[config.mk]
export PLATFORM = sky130hd
export DESIGN_NAME = vpi_ctrl
export DESIGN_NICKNAME = d
export VERILOG_FILES = /design/src/vpi_pkg.sv /design/src/vpi_ctrl.sv /design/src/vpi_flag.sv /design/src/vpi_pick.sv
export VERILOG_INCLUDE_DIRS = /design/src
export SDC_FILE = /design/constraint.sdc
export NUM_CORES = 1
export LEC_CHECK = 0
export BUFFER_PORTS_ARGS = -buffer_cell sky130_fd_sc_hd__buf_2
export CAP_MARGIN = 30
export CORE_ASPECT_RATIO = 0.7
export CORE_MARGIN = 2
export CORE_UTILIZATION = 48
export CTS_BUF_LIST = sky130_fd_sc_hd__clkbuf_4 sky130_fd_sc_hd__clkbuf_8
export CTS_CLUSTER_DIAMETER = 60
export DETAILED_ROUTE_END_ITERATION = 10
export GPL_TIMING_DRIVEN = 0
export HOLD_SLACK_MARGIN = 0.03
export PLACE_DENSITY_LB_ADDON = 0.05
export SYNTH_ARGS = -nofsm -noshare
export SYNTH_HDL_FRONTEND = slang
export SYNTH_SLANG_ARGS = --single-unit
[constraint.sdc]
create_clock -name clk -period 2.3 [get_ports clk]
set_input_delay 0.69 -clock clk [delete_from_list [all_inputs] [get_ports clk]]
set_output_delay 0.69 -clock clk [all_outputs]
set_load 0.03 [all_outputs]
[src/vpi_cfg.svh]
/*
  Constants of the vectored priority interrupt controller: source indices,
  vector addresses, group masks and reset values.
  Assumes it is included by every file that needs these constants.
*/
`ifndef VPI_CFG_SVH
`define VPI_CFG_SVH
// Functional notes
// - Fifteen peripheral sources, each with its own high or low priority bit.
// - All requests are sampled on the rising clock edge before evaluation.
// - Pending enabled requests vector the CPU to the single highest one.
// - Sources split into seven core, six on-chip and two pin groups.
// - Vectors 0x03 to 0x3B for pins, timers, serial ports, I2C master.
// - Vectors 0x43 to 0x73 for the six on-chip sources and the watchdog.
// - Breakpoint vectors to 0x7B and debug port to 0x83.
// - Timer 0 and 1 flags clear on service; others wait for software.
// - Software writes can only clear a flag, never set it.
// - Same level ties resolve by fixed order, pin group 0 first.
// - Any high level request beats every low level request.
// - Breakpoint and debug port rank above all sources and levels.
// - Debug request needs slave debug mode and a matching host identifier.
// - Breakpoint request raised on every breakpoint match.
// - Debug port wins over breakpoint when both pend.
// - Shared vector ORs its sources; each source flag stays readable.
// - Every source has its own enable bit.
// - Priority bit one means high level, zero means low.
// - Only the I2C master bit of the extended flag register is writable.

`define VPI_NUM_SRC     15
`define VPI_NUM_ALL     17
`define VPI_SUB_W       14
`define VPI_LVL_W       9
`define VPI_DEBUG_ID_W  7
`define VPI_FLAG_W      5

`define VPI_ID_T0       5'h01
`define VPI_ID_T1       5'h03
`define VPI_ID_BKPT     5'h0f
`define VPI_ID_DEBUG    5'h10

`define VPI_VEC_PIN0    8'h03
`define VPI_VEC_T0      8'h0b
`define VPI_VEC_PIN1    8'h13
`define VPI_VEC_T1      8'h1b
`define VPI_VEC_SER0    8'h23
`define VPI_VEC_T2      8'h2b
`define VPI_VEC_SER2    8'h33
`define VPI_VEC_I2C_MST 8'h3b
`define VPI_VEC_VOLT    8'h43
`define VPI_VEC_COMP    8'h4b
`define VPI_VEC_CONV    8'h53
`define VPI_VEC_WDOG    8'h5b
`define VPI_VEC_CNTA    8'h63
`define VPI_VEC_SLVG    8'h6b
`define VPI_VEC_CAL     8'h73
`define VPI_VEC_BKPT    8'h7b
`define VPI_VEC_DEBUG   8'h83

`define VPI_MASK_CORE   15'h08fa
`define VPI_MASK_CHIP   15'h7700
`define VPI_MASK_PIN    15'h0005
`define VPI_CNT_CORE    7
`define VPI_CNT_CHIP    6
`define VPI_CNT_PIN     2

`define VPI_FLAG_RST    5'h00
`define VPI_VEC_RST     8'h00
`define VPI_SVC_RST     3'h0
`endif

[src/vpi_pkg.sv]
/*
  Types shared by the interrupt controller files.
  Assumes nothing of its surroundings.
*/
`default_nettype none
package vpi_pkg;
  typedef enum logic [1:0] {
    VPI_LVL_LOW   = 2'b00,
    VPI_LVL_HIGH  = 2'b01,
    VPI_LVL_DEBUG = 2'b10
  } vpi_lvl_e;
  typedef logic [4:0] vpi_id_t;
endpackage
`default_nettype wire
[src/vpi_ctrl.sv]
/*
  Vectored priority interrupt controller: samples peripheral requests,
  holds the flags it owns, picks the winner by level and natural order,
  presents its vector and tracks handler nesting.
  Assumes request levels come from logic on clk, the CPU acknowledges only
  while irq_req is high, and pulses one return per acknowledged entry.
*/
`timescale 1ns/1ns
`default_nettype none
`include "vpi_cfg.svh"
module vpi_ctrl (
  input  wire logic                        clk,
  input  wire logic                        resetn,
  input  wire logic                        pin_group0_irq,
  input  wire logic                        pin_group1_irq,
  input  wire logic                        timer0_ovf_evt,
  input  wire logic                        timer1_ovf_evt,
  input  wire logic                        timer2_overflow_flag,
  input  wire logic [1:0]                  serial0_tx_rx_flags,
  input  wire logic [1:0]                  serial2_tx_rx_flags,
  input  wire logic                        i2c_master_evt,
  input  wire logic [1:0]                  low_voltage_detectors,
  input  wire logic [3:0]                  comparator_flags,
  input  wire logic [1:0]                  converter_pwm_flags,
  input  wire logic                        watchdog_irq_flag,
  input  wire logic                        counter_array_irq,
  input  wire logic [3:0]                  serial_slave_group_flags,
  input  wire logic [1:0]                  calendar_timer3_flags,
  input  wire logic                        breakpoint_match,
  input  wire logic                        debug_slave_mode,
  input  wire logic                        debug_host_req,
  input  wire logic [`VPI_DEBUG_ID_W-1:0]  debug_host_id,
  input  wire logic [`VPI_DEBUG_ID_W-1:0]  debug_own_id,
  input  wire logic                        irq_global_en,
  input  wire logic [`VPI_NUM_SRC-1:0]     irq_enable,
  input  wire logic [`VPI_NUM_SRC-1:0]     irq_priority,
  input  wire logic                        flag_wr,
  input  wire logic [7:0]                  flag_wr_data,
  input  wire logic [3:0]                  sw_flag_clr,
  input  wire logic                        cpu_ack,
  input  wire logic                        cpu_reti,
  output logic                             irq_req,
  output logic [7:0]                       irq_vector,
  output var vpi_pkg::vpi_lvl_e            irq_level,
  output logic                             timer0_overflow_flag,
  output logic                             timer1_overflow_flag,
  output logic                             breakpoint_irq,
  output logic                             debug_port_irq,
  output logic [7:0]                       ext_irq_flag_reg,
  output logic [`VPI_SUB_W-1:0]            shared_src_flags,
  output logic [2:0]                       in_service,
  output logic [2:0]                       req_group
);
  import vpi_pkg::*;

  // Reset release through two flops
  logic rst_meta_r;
  logic rst_n_r;
  wire  rst_n = rst_n_r;

  always_ff @(posedge clk or negedge resetn) begin
    if (!resetn) begin
      rst_meta_r <= 1'b0;
      rst_n_r    <= 1'b0;
    end else begin
      rst_meta_r <= 1'b1;
      rst_n_r    <= rst_meta_r;
    end
  end

  logic [`VPI_LVL_W-1:0] lvl_s_r;
  logic [`VPI_SUB_W-1:0] sub_s_r;
  wire  [`VPI_LVL_W-1:0] lvl_raw = {counter_array_irq, watchdog_irq_flag,
                                    serial2_tx_rx_flags, serial0_tx_rx_flags,
                                    timer2_overflow_flag, pin_group1_irq,
                                    pin_group0_irq};
  wire  [`VPI_SUB_W-1:0] sub_raw = {calendar_timer3_flags, serial_slave_group_flags,
                                    converter_pwm_flags, comparator_flags,
                                    low_voltage_detectors};

  always_ff @(posedge clk or negedge rst_n) begin
    if (!rst_n) begin
      lvl_s_r <= '0;
      sub_s_r <= '0;
    end else begin
      lvl_s_r <= lvl_raw;
      sub_s_r <= sub_raw;
    end
  end

  // Flags held here: debug, breakpoint, i2c master, timer 1, timer 0
  logic [`VPI_FLAG_W-1:0] flag_q;
  logic                   irq_req_r;
  vpi_id_t                irq_id_r;
  logic [7:0]             irq_vec_r;
  vpi_lvl_e               irq_lvl_r;
  logic [2:0]             svc_r;

  wire debug_evt = debug_slave_mode & debug_host_req & (debug_host_id == debug_own_id);
  wire ack_ok    = cpu_ack & irq_req_r;
  wire ack_t0    = ack_ok & (irq_id_r == `VPI_ID_T0);
  wire ack_t1    = ack_ok & (irq_id_r == `VPI_ID_T1);
  // only the i2c master bit is writable, write zero clears
  wire i2c_mst_clr = flag_wr & ~flag_wr_data[0];
  wire [`VPI_FLAG_W-1:0] flag_set = {debug_evt, breakpoint_match, i2c_master_evt,
                                     timer1_ovf_evt, timer0_ovf_evt};
  wire [`VPI_FLAG_W-1:0] flag_clr = {sw_flag_clr[3], sw_flag_clr[2], i2c_mst_clr,
                                     sw_flag_clr[1] | ack_t1, sw_flag_clr[0] | ack_t0};

  vpi_flag #(
    .W (`VPI_FLAG_W)
  ) u_flags (
    .clk   (clk),
    .rst_n (rst_n),
    .set   (flag_set),
    .clr   (flag_clr),
    .q     (flag_q)
  );

  wire volt_any = |sub_s_r[1:0];
  wire comp_any = |sub_s_r[5:2];
  wire conv_any = |sub_s_r[7:6];
  wire slvg_any = |sub_s_r[11:8];
  wire cal_any  = |sub_s_r[13:12];

  wire [`VPI_NUM_SRC-1:0] pend = {cal_any, slvg_any, lvl_s_r[8], lvl_s_r[7],
                                  conv_any, comp_any, volt_any, flag_q[2],
                                  |lvl_s_r[6:5], lvl_s_r[2], |lvl_s_r[4:3],
                                  flag_q[1], lvl_s_r[1], flag_q[0], lvl_s_r[0]};

  wire [`VPI_NUM_SRC-1:0] en_pend = pend & irq_enable & {`VPI_NUM_SRC{irq_global_en}};
  // one is high, zero is low
  wire [`VPI_NUM_SRC-1:0] hi_cand = en_pend & irq_priority;
  wire [`VPI_NUM_SRC-1:0] lo_cand = en_pend & ~irq_priority;

  wire       hi_any;
  wire       lo_any;
  wire [3:0] hi_idx;
  wire [3:0] lo_idx;

  vpi_pick #(
    .W  (`VPI_NUM_SRC),
    .IW (4)
  ) u_pick_hi (
    .req (hi_cand),
    .any (hi_any),
    .idx (hi_idx)
  );

  vpi_pick #(
    .W  (`VPI_NUM_SRC),
    .IW (4)
  ) u_pick_lo (
    .req (lo_cand),
    .any (lo_any),
    .idx (lo_idx)
  );

  // nesting decides which levels may enter
  wire lo_act    = svc_r[0];
  wire hi_act    = svc_r[1];
  wire debug_act = svc_r[2];
  wire debug_ok  = ~debug_act;
  wire hi_ok     = ~debug_act & ~hi_act;
  wire lo_ok     = ~debug_act & ~hi_act & ~lo_act;

  // debug class above both levels, not gated by enables
  wire debug_win = debug_ok & flag_q[4];
  wire bkpt_win  = debug_ok & ~flag_q[4] & flag_q[3];
  wire hi_win    = ~debug_win & ~bkpt_win & hi_ok & hi_any;
  wire lo_win    = ~debug_win & ~bkpt_win & ~hi_win & lo_ok & lo_any;

  wire      win_valid = debug_win | bkpt_win | hi_win | lo_win;
  wire [4:0] win_id   = debug_win ? `VPI_ID_DEBUG :
                        bkpt_win ? `VPI_ID_BKPT  :
                        hi_win   ? {1'b0, hi_idx} :
                                   {1'b0, lo_idx};
  wire vpi_lvl_e win_lvl = (debug_win | bkpt_win) ? VPI_LVL_DEBUG :
                           hi_win ? VPI_LVL_HIGH : VPI_LVL_LOW;

  localparam logic [7:0] VEC_TAB [0:`VPI_NUM_ALL-1] = '{
    `VPI_VEC_PIN0, `VPI_VEC_T0,   `VPI_VEC_PIN1, `VPI_VEC_T1,
    `VPI_VEC_SER0, `VPI_VEC_T2,   `VPI_VEC_SER2, `VPI_VEC_I2C_MST,
    `VPI_VEC_VOLT, `VPI_VEC_COMP, `VPI_VEC_CONV, `VPI_VEC_WDOG,
    `VPI_VEC_CNTA, `VPI_VEC_SLVG, `VPI_VEC_CAL,  `VPI_VEC_BKPT,
    `VPI_VEC_DEBUG
  };
  wire [7:0] vec_nxt = VEC_TAB[win_id];

  // Request drops in the ack cycle so a taken vector is never offered twice
  wire irq_req_nxt = win_valid & ~cpu_ack;

  always_ff @(posedge clk or negedge rst_n) begin
    if (!rst_n) begin
      irq_req_r <= 1'b0;
      irq_id_r  <= '0;
      irq_vec_r <= `VPI_VEC_RST;
      irq_lvl_r <= VPI_LVL_LOW;
    end else begin
      irq_req_r <= irq_req_nxt;
      irq_id_r  <= win_id;
      irq_vec_r <= vec_nxt;
      irq_lvl_r <= win_lvl;
    end
  end

  // return retires the innermost level, then entry marks its level
  wire [2:0] svc_ret = debug_act ? {1'b0, svc_r[1:0]} :
                       hi_act  ? {svc_r[2], 1'b0, svc_r[0]} :
                                 {svc_r[2:1], 1'b0};
  wire [2:0] svc_pop = cpu_reti ? svc_ret : svc_r;
  wire [2:0] svc_set = (irq_lvl_r == VPI_LVL_DEBUG) ? 3'h4 :
                       (irq_lvl_r == VPI_LVL_HIGH)  ? 3'h2 : 3'h1;
  wire [2:0] svc_nxt = svc_pop | (ack_ok ? svc_set : 3'h0);

  always_ff @(posedge clk or negedge rst_n) begin
    if (!rst_n) begin
      svc_r <= `VPI_SVC_RST;
    end else begin
      svc_r <= svc_nxt;
    end
  end

  // group view of enabled pending sources
  wire [2:0] group_nxt = {|(en_pend & `VPI_MASK_PIN), |(en_pend & `VPI_MASK_CHIP),
                          |(en_pend & `VPI_MASK_CORE)};
  // readable flags, reserved bit reads zero
  wire [7:0] xflag_nxt = {cal_any, slvg_any, lvl_s_r[8], 1'b0,
                          conv_any, comp_any, volt_any, flag_q[2]};

  logic [2:0]            group_r;
  logic [7:0]            xflag_r;
  logic [`VPI_SUB_W-1:0] shared_r;

  always_ff @(posedge clk or negedge rst_n) begin
    if (!rst_n) begin
      group_r  <= 3'h0;
      xflag_r  <= 8'h00;
      shared_r <= '0;
    end else begin
      group_r  <= group_nxt;
      xflag_r  <= xflag_nxt;
      shared_r <= sub_s_r;
    end
  end

  assign irq_req              = irq_req_r;
  assign irq_vector           = irq_vec_r;
  assign irq_level            = irq_lvl_r;
  assign timer0_overflow_flag = flag_q[0];
  assign timer1_overflow_flag = flag_q[1];
  assign breakpoint_irq       = flag_q[3];
  assign debug_port_irq       = flag_q[4];
  assign ext_irq_flag_reg     = xflag_r;
  assign shared_src_flags     = shared_r;
  assign in_service           = svc_r;
  assign req_group            = group_r;
endmodule // vpi_ctrl
`default_nettype wire

[src/vpi_flag.sv]
/*
  Bank of sticky flags: a set pulse holds a bit until a clear pulse.
  Assumes set and clear come from logic on the same clock.
*/
`timescale 1ns/1ns
`default_nettype none
module vpi_flag #(
  parameter int W = 1
) (
  input  wire logic         clk,
  input  wire logic         rst_n,
  input  wire logic [W-1:0] set,
  input  wire logic [W-1:0] clr,
  output logic      [W-1:0] q
);
  wire [W-1:0] q_nxt = (q & ~clr) | set;

  always_ff @(posedge clk or negedge rst_n) begin
    if (!rst_n) begin
      q <= '0;
    end else begin
      q <= q_nxt;
    end
  end
endmodule // vpi_flag
`default_nettype wire

[src/vpi_pick.sv]
/*
  Fixed order picker: reports whether any request is set and the lowest
  set index, which is the natural winner.
  Assumes a purely combinational use.
*/
`timescale 1ns/1ns
`default_nettype none
module vpi_pick #(
  parameter int W  = 15,
  parameter int IW = 4
) (
  input  wire logic [W-1:0]  req,
  output logic               any,
  output logic      [IW-1:0] idx
);
  assign any = |req;

  always_comb begin
    idx = '0;
    for (int i = W - 1; i >= 0; i--) begin
      if (req[i]) begin
        idx = IW'(i);
      end
    end
  end
endmodule // vpi_pick
`default_nettype wire

* Word level (Yosys, flattened, before mapping)
Memories as Yosys holds them, arrays and structs flattened. A register that Yosys moved wholly into a read port is not among the register bits. Cells that the tools add are included.
Operators by class: eq/ne operators 5, muxes and demuxes 41, bitwise logic cells 42, reductions and logical operators 13
Operators with widths (number):
- two-way mux 4 bit | 32
- bitwise AND 15 bit | 4
- OR reduction 15 bit | 2
- bitwise AND 1 bit | 18
- NOT 15 bit | 1
- OR reduction 2 bit | 6
- two-way mux 3 bit | 3
- NOT 1 bit | 9
- OR reduction 4 bit | 2
- equality test 7 bit | 1
- OR reduction 7 bit | 1
- two-way mux 2 bit | 3
- NOT 5 -> 6 bit | 1
- OR reduction 6 bit | 1
- bitwise AND 5 bit | 1
- equality test 5 x 1 -> 1 bit, second input constant | 1
- equality test 5 x 2 -> 1 bit, second input constant | 1
- two-way mux 5 bit | 1
- NOT 5 bit | 1
- OR 1 bit | 5
- OR 5 bit | 1
- OR 3 bit | 1
- equality test 2 x 1 -> 1 bit, second input constant | 1
- equality test 2 bit, second input constant | 1
- 2 further kinds | 3
Storage, ports and cells: bits in registers 65, memory bits (read-only) 256, output and inout port bits 43, memories 1
Memories:
- (name not given) | depth 32, bits a word 8, read ports 1, clocked after memory_dff 1, wr ports 0, RTL line vpi_ctrl.sv:188 | wire [7:0] vec_nxt = VEC_TAB[win_id];

* Depth between registers and ports, before layout
Gate-level depths: netlist of run 1.
word-level depth 23, mapped depth 9, depth with buffers taken out 7

* By module
From an unflattened synthesis of run 1, not the netlist that was laid out.
Unflattened totals: cells, all modules 259, area total of the unflattened synthesis 2757.6 um^2
By module, submodules not included:
- vpi_ctrl | instances 1, cells an instance 190, area an instance 2258.4 um^2, sequential area each 1526.5 um^2
- vpi_pick | instances 2, cells an instance 27, area an instance 158.9 um^2, sequential area each 0.0 um^2
- vpi_flag | instances 1, cells an instance 15, area an instance 181.4 um^2, sequential area each 125.1 um^2

* Worst setup path before layout of run 1
No wires, ideal clock.
path type input to register, start in irq_global_en, end reg irq_vec_r[5] (netlist: irq_vector[5]), setup time 82 ps, arrival time 2033 ps, data required time 2218 ps, slack 185 ps, stages 9, cell sequence buf_6 > buf_6 > nand4_1 > o2111ai_1 > nor2_2 > a21o_4 > inv_4 > or3_1 > a31oi_1
On the way: cells in the longest elaborated chain, start to end 21
RTL lines:
- start: declaration | RTL line vpi_ctrl.sv:34 | input wire logic irq_global_en,
- bitwise AND 15 bit (*) | RTL line vpi_ctrl.sv:131 | wire [`VPI_NUM_SRC-1:0] en_pend = pend & irq_enable & {`VPI_NUM_SRC{irq_global_en}};
- bitwise AND 15 bit, on equally long branches | RTL line vpi_ctrl.sv:134, vpi_ctrl.sv:133
- two-way mux 4 bit (15 in a row) | RTL line vpi_pick.sv:21 | if (req[i]) begin
- two-way mux 4 bit (*) | RTL line vpi_ctrl.sv:176 | hi_win ? {1'b0, hi_idx} :
- two-way mux 4 bit (*) | RTL line vpi_ctrl.sv:175 | bkpt_win ? `VPI_ID_BKPT :
- two-way mux 5 bit (*) | RTL line vpi_ctrl.sv:174 | wire [4:0] win_id = debug_win ? `VPI_ID_DEBUG :
- net win_id[2] | RTL line vpi_ctrl.sv:174
- NOT 5 -> 6 bit (not written as such) (*) | RTL line vpi_ctrl.sv:188
- end: declaration | RTL line vpi_ctrl.sv:95 | logic [7:0] irq_vec_r;
The timed path passes the listed nets; every way through them passes the cells marked *.

* Worst setup path after layout of run 1
start in irq_global_en, end reg irq_vec_r[3] (netlist: irq_vector[3])
RTL lines (RTL line):
- bitwise AND 15 bit (*) | vpi_ctrl.sv:131
- bitwise AND 15 bit, on equally long branches | vpi_ctrl.sv:134, vpi_ctrl.sv:133
- two-way mux 4 bit (14 in a row) | vpi_pick.sv:21
- two-way mux 4 bit (*) | vpi_ctrl.sv:176
- two-way mux 4 bit (*) | vpi_ctrl.sv:175
- two-way mux 5 bit (*) | vpi_ctrl.sv:174
- net win_id[0] | vpi_ctrl.sv:174
- NOT 5 -> 6 bit (not written as such) (*) | vpi_ctrl.sv:188
Marked as above.

==> metrics.md, run 1 <==
| Metric | Value |
|---|---|
| Starting Density | `49.49%` |
| Total Power | `2925 uW` |
| Via/cell ratio | `5.159` |
| Critical path class | `input pin to flip-flop` |
| Routed len/inst | `14.98 um` |
| Pre-CTS setup slack | `-0.2157 ns` |
| Netlist cell types | `56` |
| DR vias | `2373` |
| Worst R2R Setup Slack | `0.12 ns` |
| CTS Sinks | `66` |
| IO Count | `134` |
| Crit path top cell by count | `buf_4` |
| Peak supply drop | `518.1 uV` |
| Final hold viol count | `0` |
| Met2 global-route usage | `29.37%` |
| FILL cells | `484` |
| Relative slew slack | `63.42%` |
| Worst Skew | `0.008473 ns` |
| Startpoint Class | `input pin` |
| Worst EP arrival | `2.41 ns` |
| Hold buffer count at CTS | `0` |
| Crit Reg-Reg Endpoint | `irq_vector[4]` |
| GP Congestion | `0.8746` |
| Layout net count | `473` |
| Clk pwr share | `37.2%` |
| Post-cts sizing count | `0` |
| Gr busiest metal | `met1` |
| Worst-path clk slew | `0.07 ns` |
| Total negative slack | `0 ns` |
| Hold Slack | `0.1129 ns` |
| Post-synth EDFFs | `0` |
| Sw Share | `28.57%` |
| TritonCTS Buffers | `9` |
| H-tree levels | `3` |
| Mean Syn Cell Area | `11.71 um^2` |
| Sequential share of the synthesized area | `58.28%` |
| Flop pwr share | `44.6%` |
| ANT nets after route | `0` |
| Reg2reg path depth | `7` |
| Die area | `6544 um^2` |
| Fin crit period | `2.202 ns` |
| Die span in x | `95.84 um` |
| Buffers on Ports | `124` |
| RSZ-0062 raised after global routing | `false` |
| Crit path largest cell delay | `0.47 ns` |
| # DRC | `0` |
| Cell count after synthesis | `242` |
| CTS tree | `built` |
| Ys Warns | `0` |
| Lkg Pwr | `0.001822 uW` |
| Number of global-route vias before repair | `2123` |
| Maxcap violations | `0` |
| Switch Pwr | `835.5 uW` |
| GR met3 Demand/Resource | `7.599%` |
| Total global routing overflow | `0` |
| Area grow syn2layout | `34.26%` |
| Total wire length | `6892 um` |
| Worst min-delay path category | `input pin to asynchronous set/reset pin` |
| Layout cells sized above 1 | `42.86%` |
| Crit path cell chain | `buf_2 > buf_6 > buf_4 > buf_4 > nand3_1 > o22a_1 > o21ai_0 > a22oi_1 > o41ai_1` |
| First-pass GRT wire length | `10340 um` |
| Final worst slack | `0.09755 ns` |
| Maximum clock frequency | `0.4540 GHz` |
| Slew Limit Fails | `0` |
| Root Buffer | `clkbuf_8` |
| Diodes inserted | `0` |
| Core area | `5727 um^2` |
| # setup viols final | `0` |
| Outcome | `complete, no violations` |
| Final period util | `95.76%` |
| Antenna violations before repair | `0` |
| Pin count of the biggest net entering global routing | `43` |
| Dpl hpwl | `5514 um` |
| Critical Path End Type | `flip-flop` |
| Worst path slowest cell | `o41ai_1` |
| Clock buffer depth | `2` |
| Post-synthesis cell area | `2834 um^2` |
| # rows | `23` |
| GRT met1 Usage | `33.19%` |
| Register bit total from synthesis | `66` |
| DRT Pass-1 Iters | `4` |
| Critical Path RT | `2.50 ns` |
| CP Max Fanout | `10` |
| Die Y | `68.29 um` |
| Reg-to-Reg Start | `sub_s_r[9]` |
| Power Density | `768.7 nW/um^2` |
| Synth async-reset ratio | `100.0%` |
| Predominant post-synthesis flop cell | `dfrtp_1` |
| Clk_lat worst skew | `0.35 ns` |
| Int Power | `2089 uW` |
| Worst slew pin tran | `0.5463 ns` |
| Combinational power share | `18.2%` |
| Gr usage total | `22.08%` |
| Setup bufs post-CTS | `0` |
| DRT iter0 DRCs | `117` |
## cells in the mapped netlist, types with 2 or more instances
master,instances,area [um^2]
dfrtp_1,66,1652
nor2_1,19,71.32
nand3_1,16,80.08
nand4_1,12,75.07
inv_1,10,37.54
nand2_1,10,37.54
o211ai_1,7,52.55
o2111ai_1,6,52.55
o22ai_1,6,37.54
a21oi_1,5,25.02
buf_4,5,37.54
nand4b_1,5,43.79
xnor2_1,5,43.79
a21o_1,4,30.03
a31oi_1,3,18.77
nor3_1,3,15.01
o21ai_0,3,15.01
or2_2,3,18.77
or3_1,3,18.77
a211oi_1,2,15.01
a22o_1,2,17.52
a31o_2,2,17.52
a32o_1,2,20.02
and4_1,2,17.52
buf_6,2,22.52
conb_1,2,7.510
ha_1,2,25.02
nand2b_1,2,12.51
nor2b_1,2,12.51
nor4_4,2,42.54
o21ai_2,2,17.52
o32ai_1,2,17.52
xor2_1,2,17.52
## power groups by stage
stage | Sequential (uW) | Combinational [uW] | Clock [uW]
6_report | 1300 | 533 | 1090
5_1_grt | 1310 | 584 | 1160
4_1_cts | 1300 | 533 | 1110
3_5_place_dp | 1330 | 530 | 0
3_3_place_gp | 1340 | 506 | 0
2_1_floorplan | 1440 | 203 | 0
## placed cells by master, fill, tap and decap left out, types with 6 or more instances in the layout
| cell | netlist | final |
|---|---|---|
| nand3_1 | 16 | 16 |
| inv_1 | 10 | 10 |
| o211ai_1 | 7 | 7 |
| o22ai_1 | 6 | 6 |
| buf_2 | 0 | 124 |
| nand4_1 | 12 | 12 |
| clkbuf_8 | 0 | 10 |
| o2111ai_1 | 6 | 6 |
| nor2_1 | 19 | 19 |
| dfrtp_1 | 66 | 65 |
| nand2_1 | 10 | 10 |
## routing by layer
layer  wire length [um]  share of wire (%)
met4                 23               0.33
met3                676                9.8
met5                  0                  0
met2               2879                 42
met1               3313                 48
## area by class of cell
cell class	instances	area [um^2]	share of cell area [%]
Buffer	7	60.06	1.578
Clock buffer	10	137.6	3.617
Clock inverter	6	90.09	2.368
Inverter	12	47.55	1.250
Multi-Input combinational cell	159	1082	28.44
Sequential cell	66	1653	43.44
Tap cell	75	93.84	2.466
Timing Repair Buffer	125	640.6	16.84
## worst max-delay path, delay by kind of cell
kind	cells	cell delay (ns)
AO/OA/AOI/OAI	4	0.99
buffers and inverters	4	0.62
AND/OR/NAND/NOR	1	0.11
## worst max-delay path by stage
stage / startpoint / cells after the start / endpoint
floorplan: irq_global_en / 9 / irq_vector[5]
global placement: rst_n / 0 / u_flags.q[0]
detailed placement: irq_global_en / 9 / irq_vector[3]
CTS: sub_s_r[9] / 7 / irq_vector[4]
global route: sub_s_r[7] / 7 / irq_vector[5]
finish: irq_global_en / 9 / irq_vector[3]
## through the flow
step / utilization, % / instances / cell area [um^2]
after global placement: 62.09 / 443 / 3556
after CTS: 66.44 / 460 / 3805
after global routing: 66.44 / 460 / 3805
final: 66.44 / 460 / 3805
after floorplan: - / 244 / 2841
after detailed placement: 62.46 / 444 / 3577
## cell families after synthesis
| group | after synthesis | share of synthesized area (%) |
|---|---|---|
| fa+ha+maj | 2 | 0.8829 |
| compound gates | 60 | 16.69 |
| buf+inv | 19 | 3.797 |
| other cells | 2 | 0.2650 |
| flops | 66 | 58.28 |
| xor+xnor | 7 | 2.163 |
| simple gates | 86 | 17.93 |
Power figures use the tool's default switching activity.
==> run 2: changes to the inputs <==
==> constraint.sdc (replaced) <==
create_clock -name clk -period 2.3 [get_ports clk]
set_input_delay 0.115 -clock clk [delete_from_list [all_inputs] [get_ports clk]]
set_output_delay 0.115 -clock clk [all_outputs]
set_load 0.03 [all_outputs]
==> run 2 against run 1 <==
Combinational power is 8.4% higher; worst setup slack better by 0.0047 ns; die area is the same; design area increased by 8.4%; clock power is essentially flat; global-route usage up 1.4 points; critical path depth down 2; total power rose by 1.5%.
==> metrics.md, run 2 (synthesized netlist as in run 1, its figures left out) <==
| Metric | Value |
|---|---|
| Worst slew pin tran | `0.5351 ns (was 0.5463 ns)` |
| # setup viols final | `0 (unchanged)` |
| Worst EP arrival | `2.46 ns (was 2.41 ns)` |
| Outcome | `complete, no violations (unchanged)` |
| Area grow syn2layout | `45.56% (was 34.26%)` |
| CTS Sinks | `66 (unchanged)` |
| Worst Skew | `0.007906 ns (was 0.008473 ns)` |
| Die area | `6544 um^2 (unchanged)` |
| Routed len/inst | `15.00 um (was 14.98 um)` |
| CTS tree | `built (unchanged)` |
| Diodes inserted | `0 (unchanged)` |
| Die Y | `68.29 um (unchanged)` |
| Clk_lat worst skew | `0.35 ns (about the same)` |
| Final hold viol count | `0 (unchanged)` |
| ANT nets after route | `0 (unchanged)` |
| Most frequent cells in the layout | `buf_2, dfrtp_1, dlygate4sd3_1, nor2_1, nand3_1 (was buf_2, dfrtp_1, nor2_1, nand3_1, nand4_1)` |
| First-pass GRT wire length | `11070 um (was 10340 um)` |
| FILL cells | `441 (was 484)` |
| DP Area | `3577 um^2 (unchanged)` |
| Gr usage total | `23.49% (was 22.08%)` |
| Buffers on Ports | `124 (unchanged)` |
| Worst Hold End | `req_group[2]` |
| Critical Path End Type | `flip-flop (unchanged)` |
| Hold path start | `irq_enable[2]` |
| Root Buffer | `clkbuf_8 (unchanged)` |
| Multi-input gate area | `1082 um^2 (unchanged)` |
| # DRC | `0 (unchanged)` |
| IO Count | `134 (unchanged)` |
| Core area | `5727 um^2 (unchanged)` |
| Final Util | `72.03% (was 66.44%)` |
| Crit Reg-Reg Endpoint | `irq_vector[4] (unchanged)` |
| CP Max Fanout | `5 (was 10)` |
| Dpl hpwl | `5514 um (unchanged)` |
| Final worst slack | `0.1022 ns (was 0.09755 ns)` |
| Reg-to-Reg Start | `sub_s_r[9] (unchanged)` |
| Number of global-route vias before repair | `2304 (was 2123)` |
| Critical Path RT | `2.56 ns (was 2.50 ns)` |
| Total wire length | `7379 um (was 6892 um)` |
| H-tree levels | `3 (unchanged)` |
| Clock buffer depth | `2 (unchanged)` |
| Post-cts sizing count | `0 (unchanged)` |
| Relative slew slack | `64.17% (was 63.42%)` |
| Commonest non-fill, non-tap cell in the layout | `buf_2 (unchanged)` |
| Fin crit period | `2.198 ns (was 2.202 ns)` |
| Die span in x | `95.84 um (unchanged)` |
| Via/cell ratio | `5.148 (was 5.159)` |
| Critical path class | `flip-flop to flip-flop (was input pin to flip-flop)` |
| Layout net count | `505 (was 473)` |
| Startpoint Class | `flip-flop (was input pin)` |
| DRT Pass-1 Iters | `4 (unchanged)` |
| Hold path depth | `3` |
| Total global routing overflow | `0 (unchanged)` |
| Pin count of the biggest net entering global routing | `43 (unchanged)` |
| GP Congestion | `0.8746 (unchanged)` |
| DR vias | `2533 (was 2373)` |
| DRT iter0 DRCs | `131 (was 117)` |
| Register area | `1653 um^2 (unchanged)` |
| Pre-CTS setup slack | `0.1797 ns (was -0.2157 ns)` |
| Worst min-delay path category | `input pin to flip-flop (was input pin to asynchronous set/reset pin)` |
| Maximum clock frequency | `0.4550 GHz (was 0.4540 GHz)` |
| Antenna violations before repair | `0 (unchanged)` |
| Setup bufs post-CTS | `0 (unchanged)` |
| # rows | `23 (unchanged)` |
| Total Power | `2967 uW (was 2925 uW)` |
| Slew Limit Fails | `0 (unchanged)` |
| RSZ-0062 raised after global routing | `false (unchanged)` |
| Lkg Pwr | `0.001955 uW (was 0.001822 uW)` |
| TritonCTS Buffers | `9 (unchanged)` |
| Worst setup path start | `sub_s_r[9] (was irq_global_en)` |
| Power Density | `719.3 nW/um^2 (was 768.7 nW/um^2)` |
| Peak supply drop | `525.2 uV (was 518.1 uV)` |
| Final period util | `95.56% (was 95.76%)` |
| Worst-path clk slew | `0.08 ns (was 0.07 ns)` |
| Starting Density | `49.49% (unchanged)` |
| Worst R2R Setup Slack | `0.10 ns (was 0.12 ns)` |
| Fin area | `4125 um^2 (was 3805 um^2)` |
| Reg2reg path depth | `7 (unchanged)` |
| Maxcap violations | `0 (unchanged)` |
| Layout cells sized above 1 | `39.57% (was 42.86%)` |
==> run 2: cell type report <==
type	count	share of cell area, %
Multi-Input combinational cell	159	26.24
Clock buffer	10	3.336
Buffer	7	1.456
Inverter	12	1.153
Sequential cell	66	40.07
Clock inverter	6	2.184
Timing Repair Buffer	157	23.29
Tap cell	75	2.275
==> run 2: timing repair <==
item | CTS | global route
endpoints found under the setup margin | 0 | 0
hold buffers | 32 | 0
hold endpoints to repair | 32 | 0
==> run 2: worst max-delay path by stage <==
stage,depth (start not counted),slack [ns],end
floorplan,0,0.33,ext_irq_flag_reg[0]
global placement,0,-0.28,u_flags.q[0]
detailed placement,7,0.18,irq_vector[4]
CTS,7,0.14,irq_vector[4]
global route,7,0.003,irq_vector[5]
finish,7,0.10,irq_vector[4]
==> run 2: critical path, stage by stage (launching register included) <==
cell and delay (ns):
dfrtp_1 0.42, nor4_4 0.36, inv_2 0.11, a21bo_4 0.23
or3_1 0.31, a211oi_1 0.33, o311ai_1 0.16, a31oi_1 0.19
==> run 2: layer usage <==
| metal | track usage (%) | vias up | share of wire, % |
|---|---|---|---|
| met5 | 0 | - | 0 |
| met2 | 33.48 | 96 | 43 |
| met3 | 7.819 | 10 | 8.5 |
| met1 | 33.83 | 1187 | 47 |
| li1 | - | 1240 | - |
| met4 | 7.500 | 0 | 1.0 |
==> run 2: power breakdown <==
group | internal (uW) | total (uW) | switching, uW
logic | 243 | 578 | 335
clock network | 641 | 1090 | 444
registers | 1240 | 1300 | 63.3
==> run 2: metrics by stage <==
stage	hold WS [ns]	TNS, ns	instances
floorplan	-0.1806	0	244
global placement	-0.09906	-17.68	443
detailed placement	-0.09631	0	444
CTS	0.03266	0	492
global route	0.04880	0	492
finish	0.04966	0	492
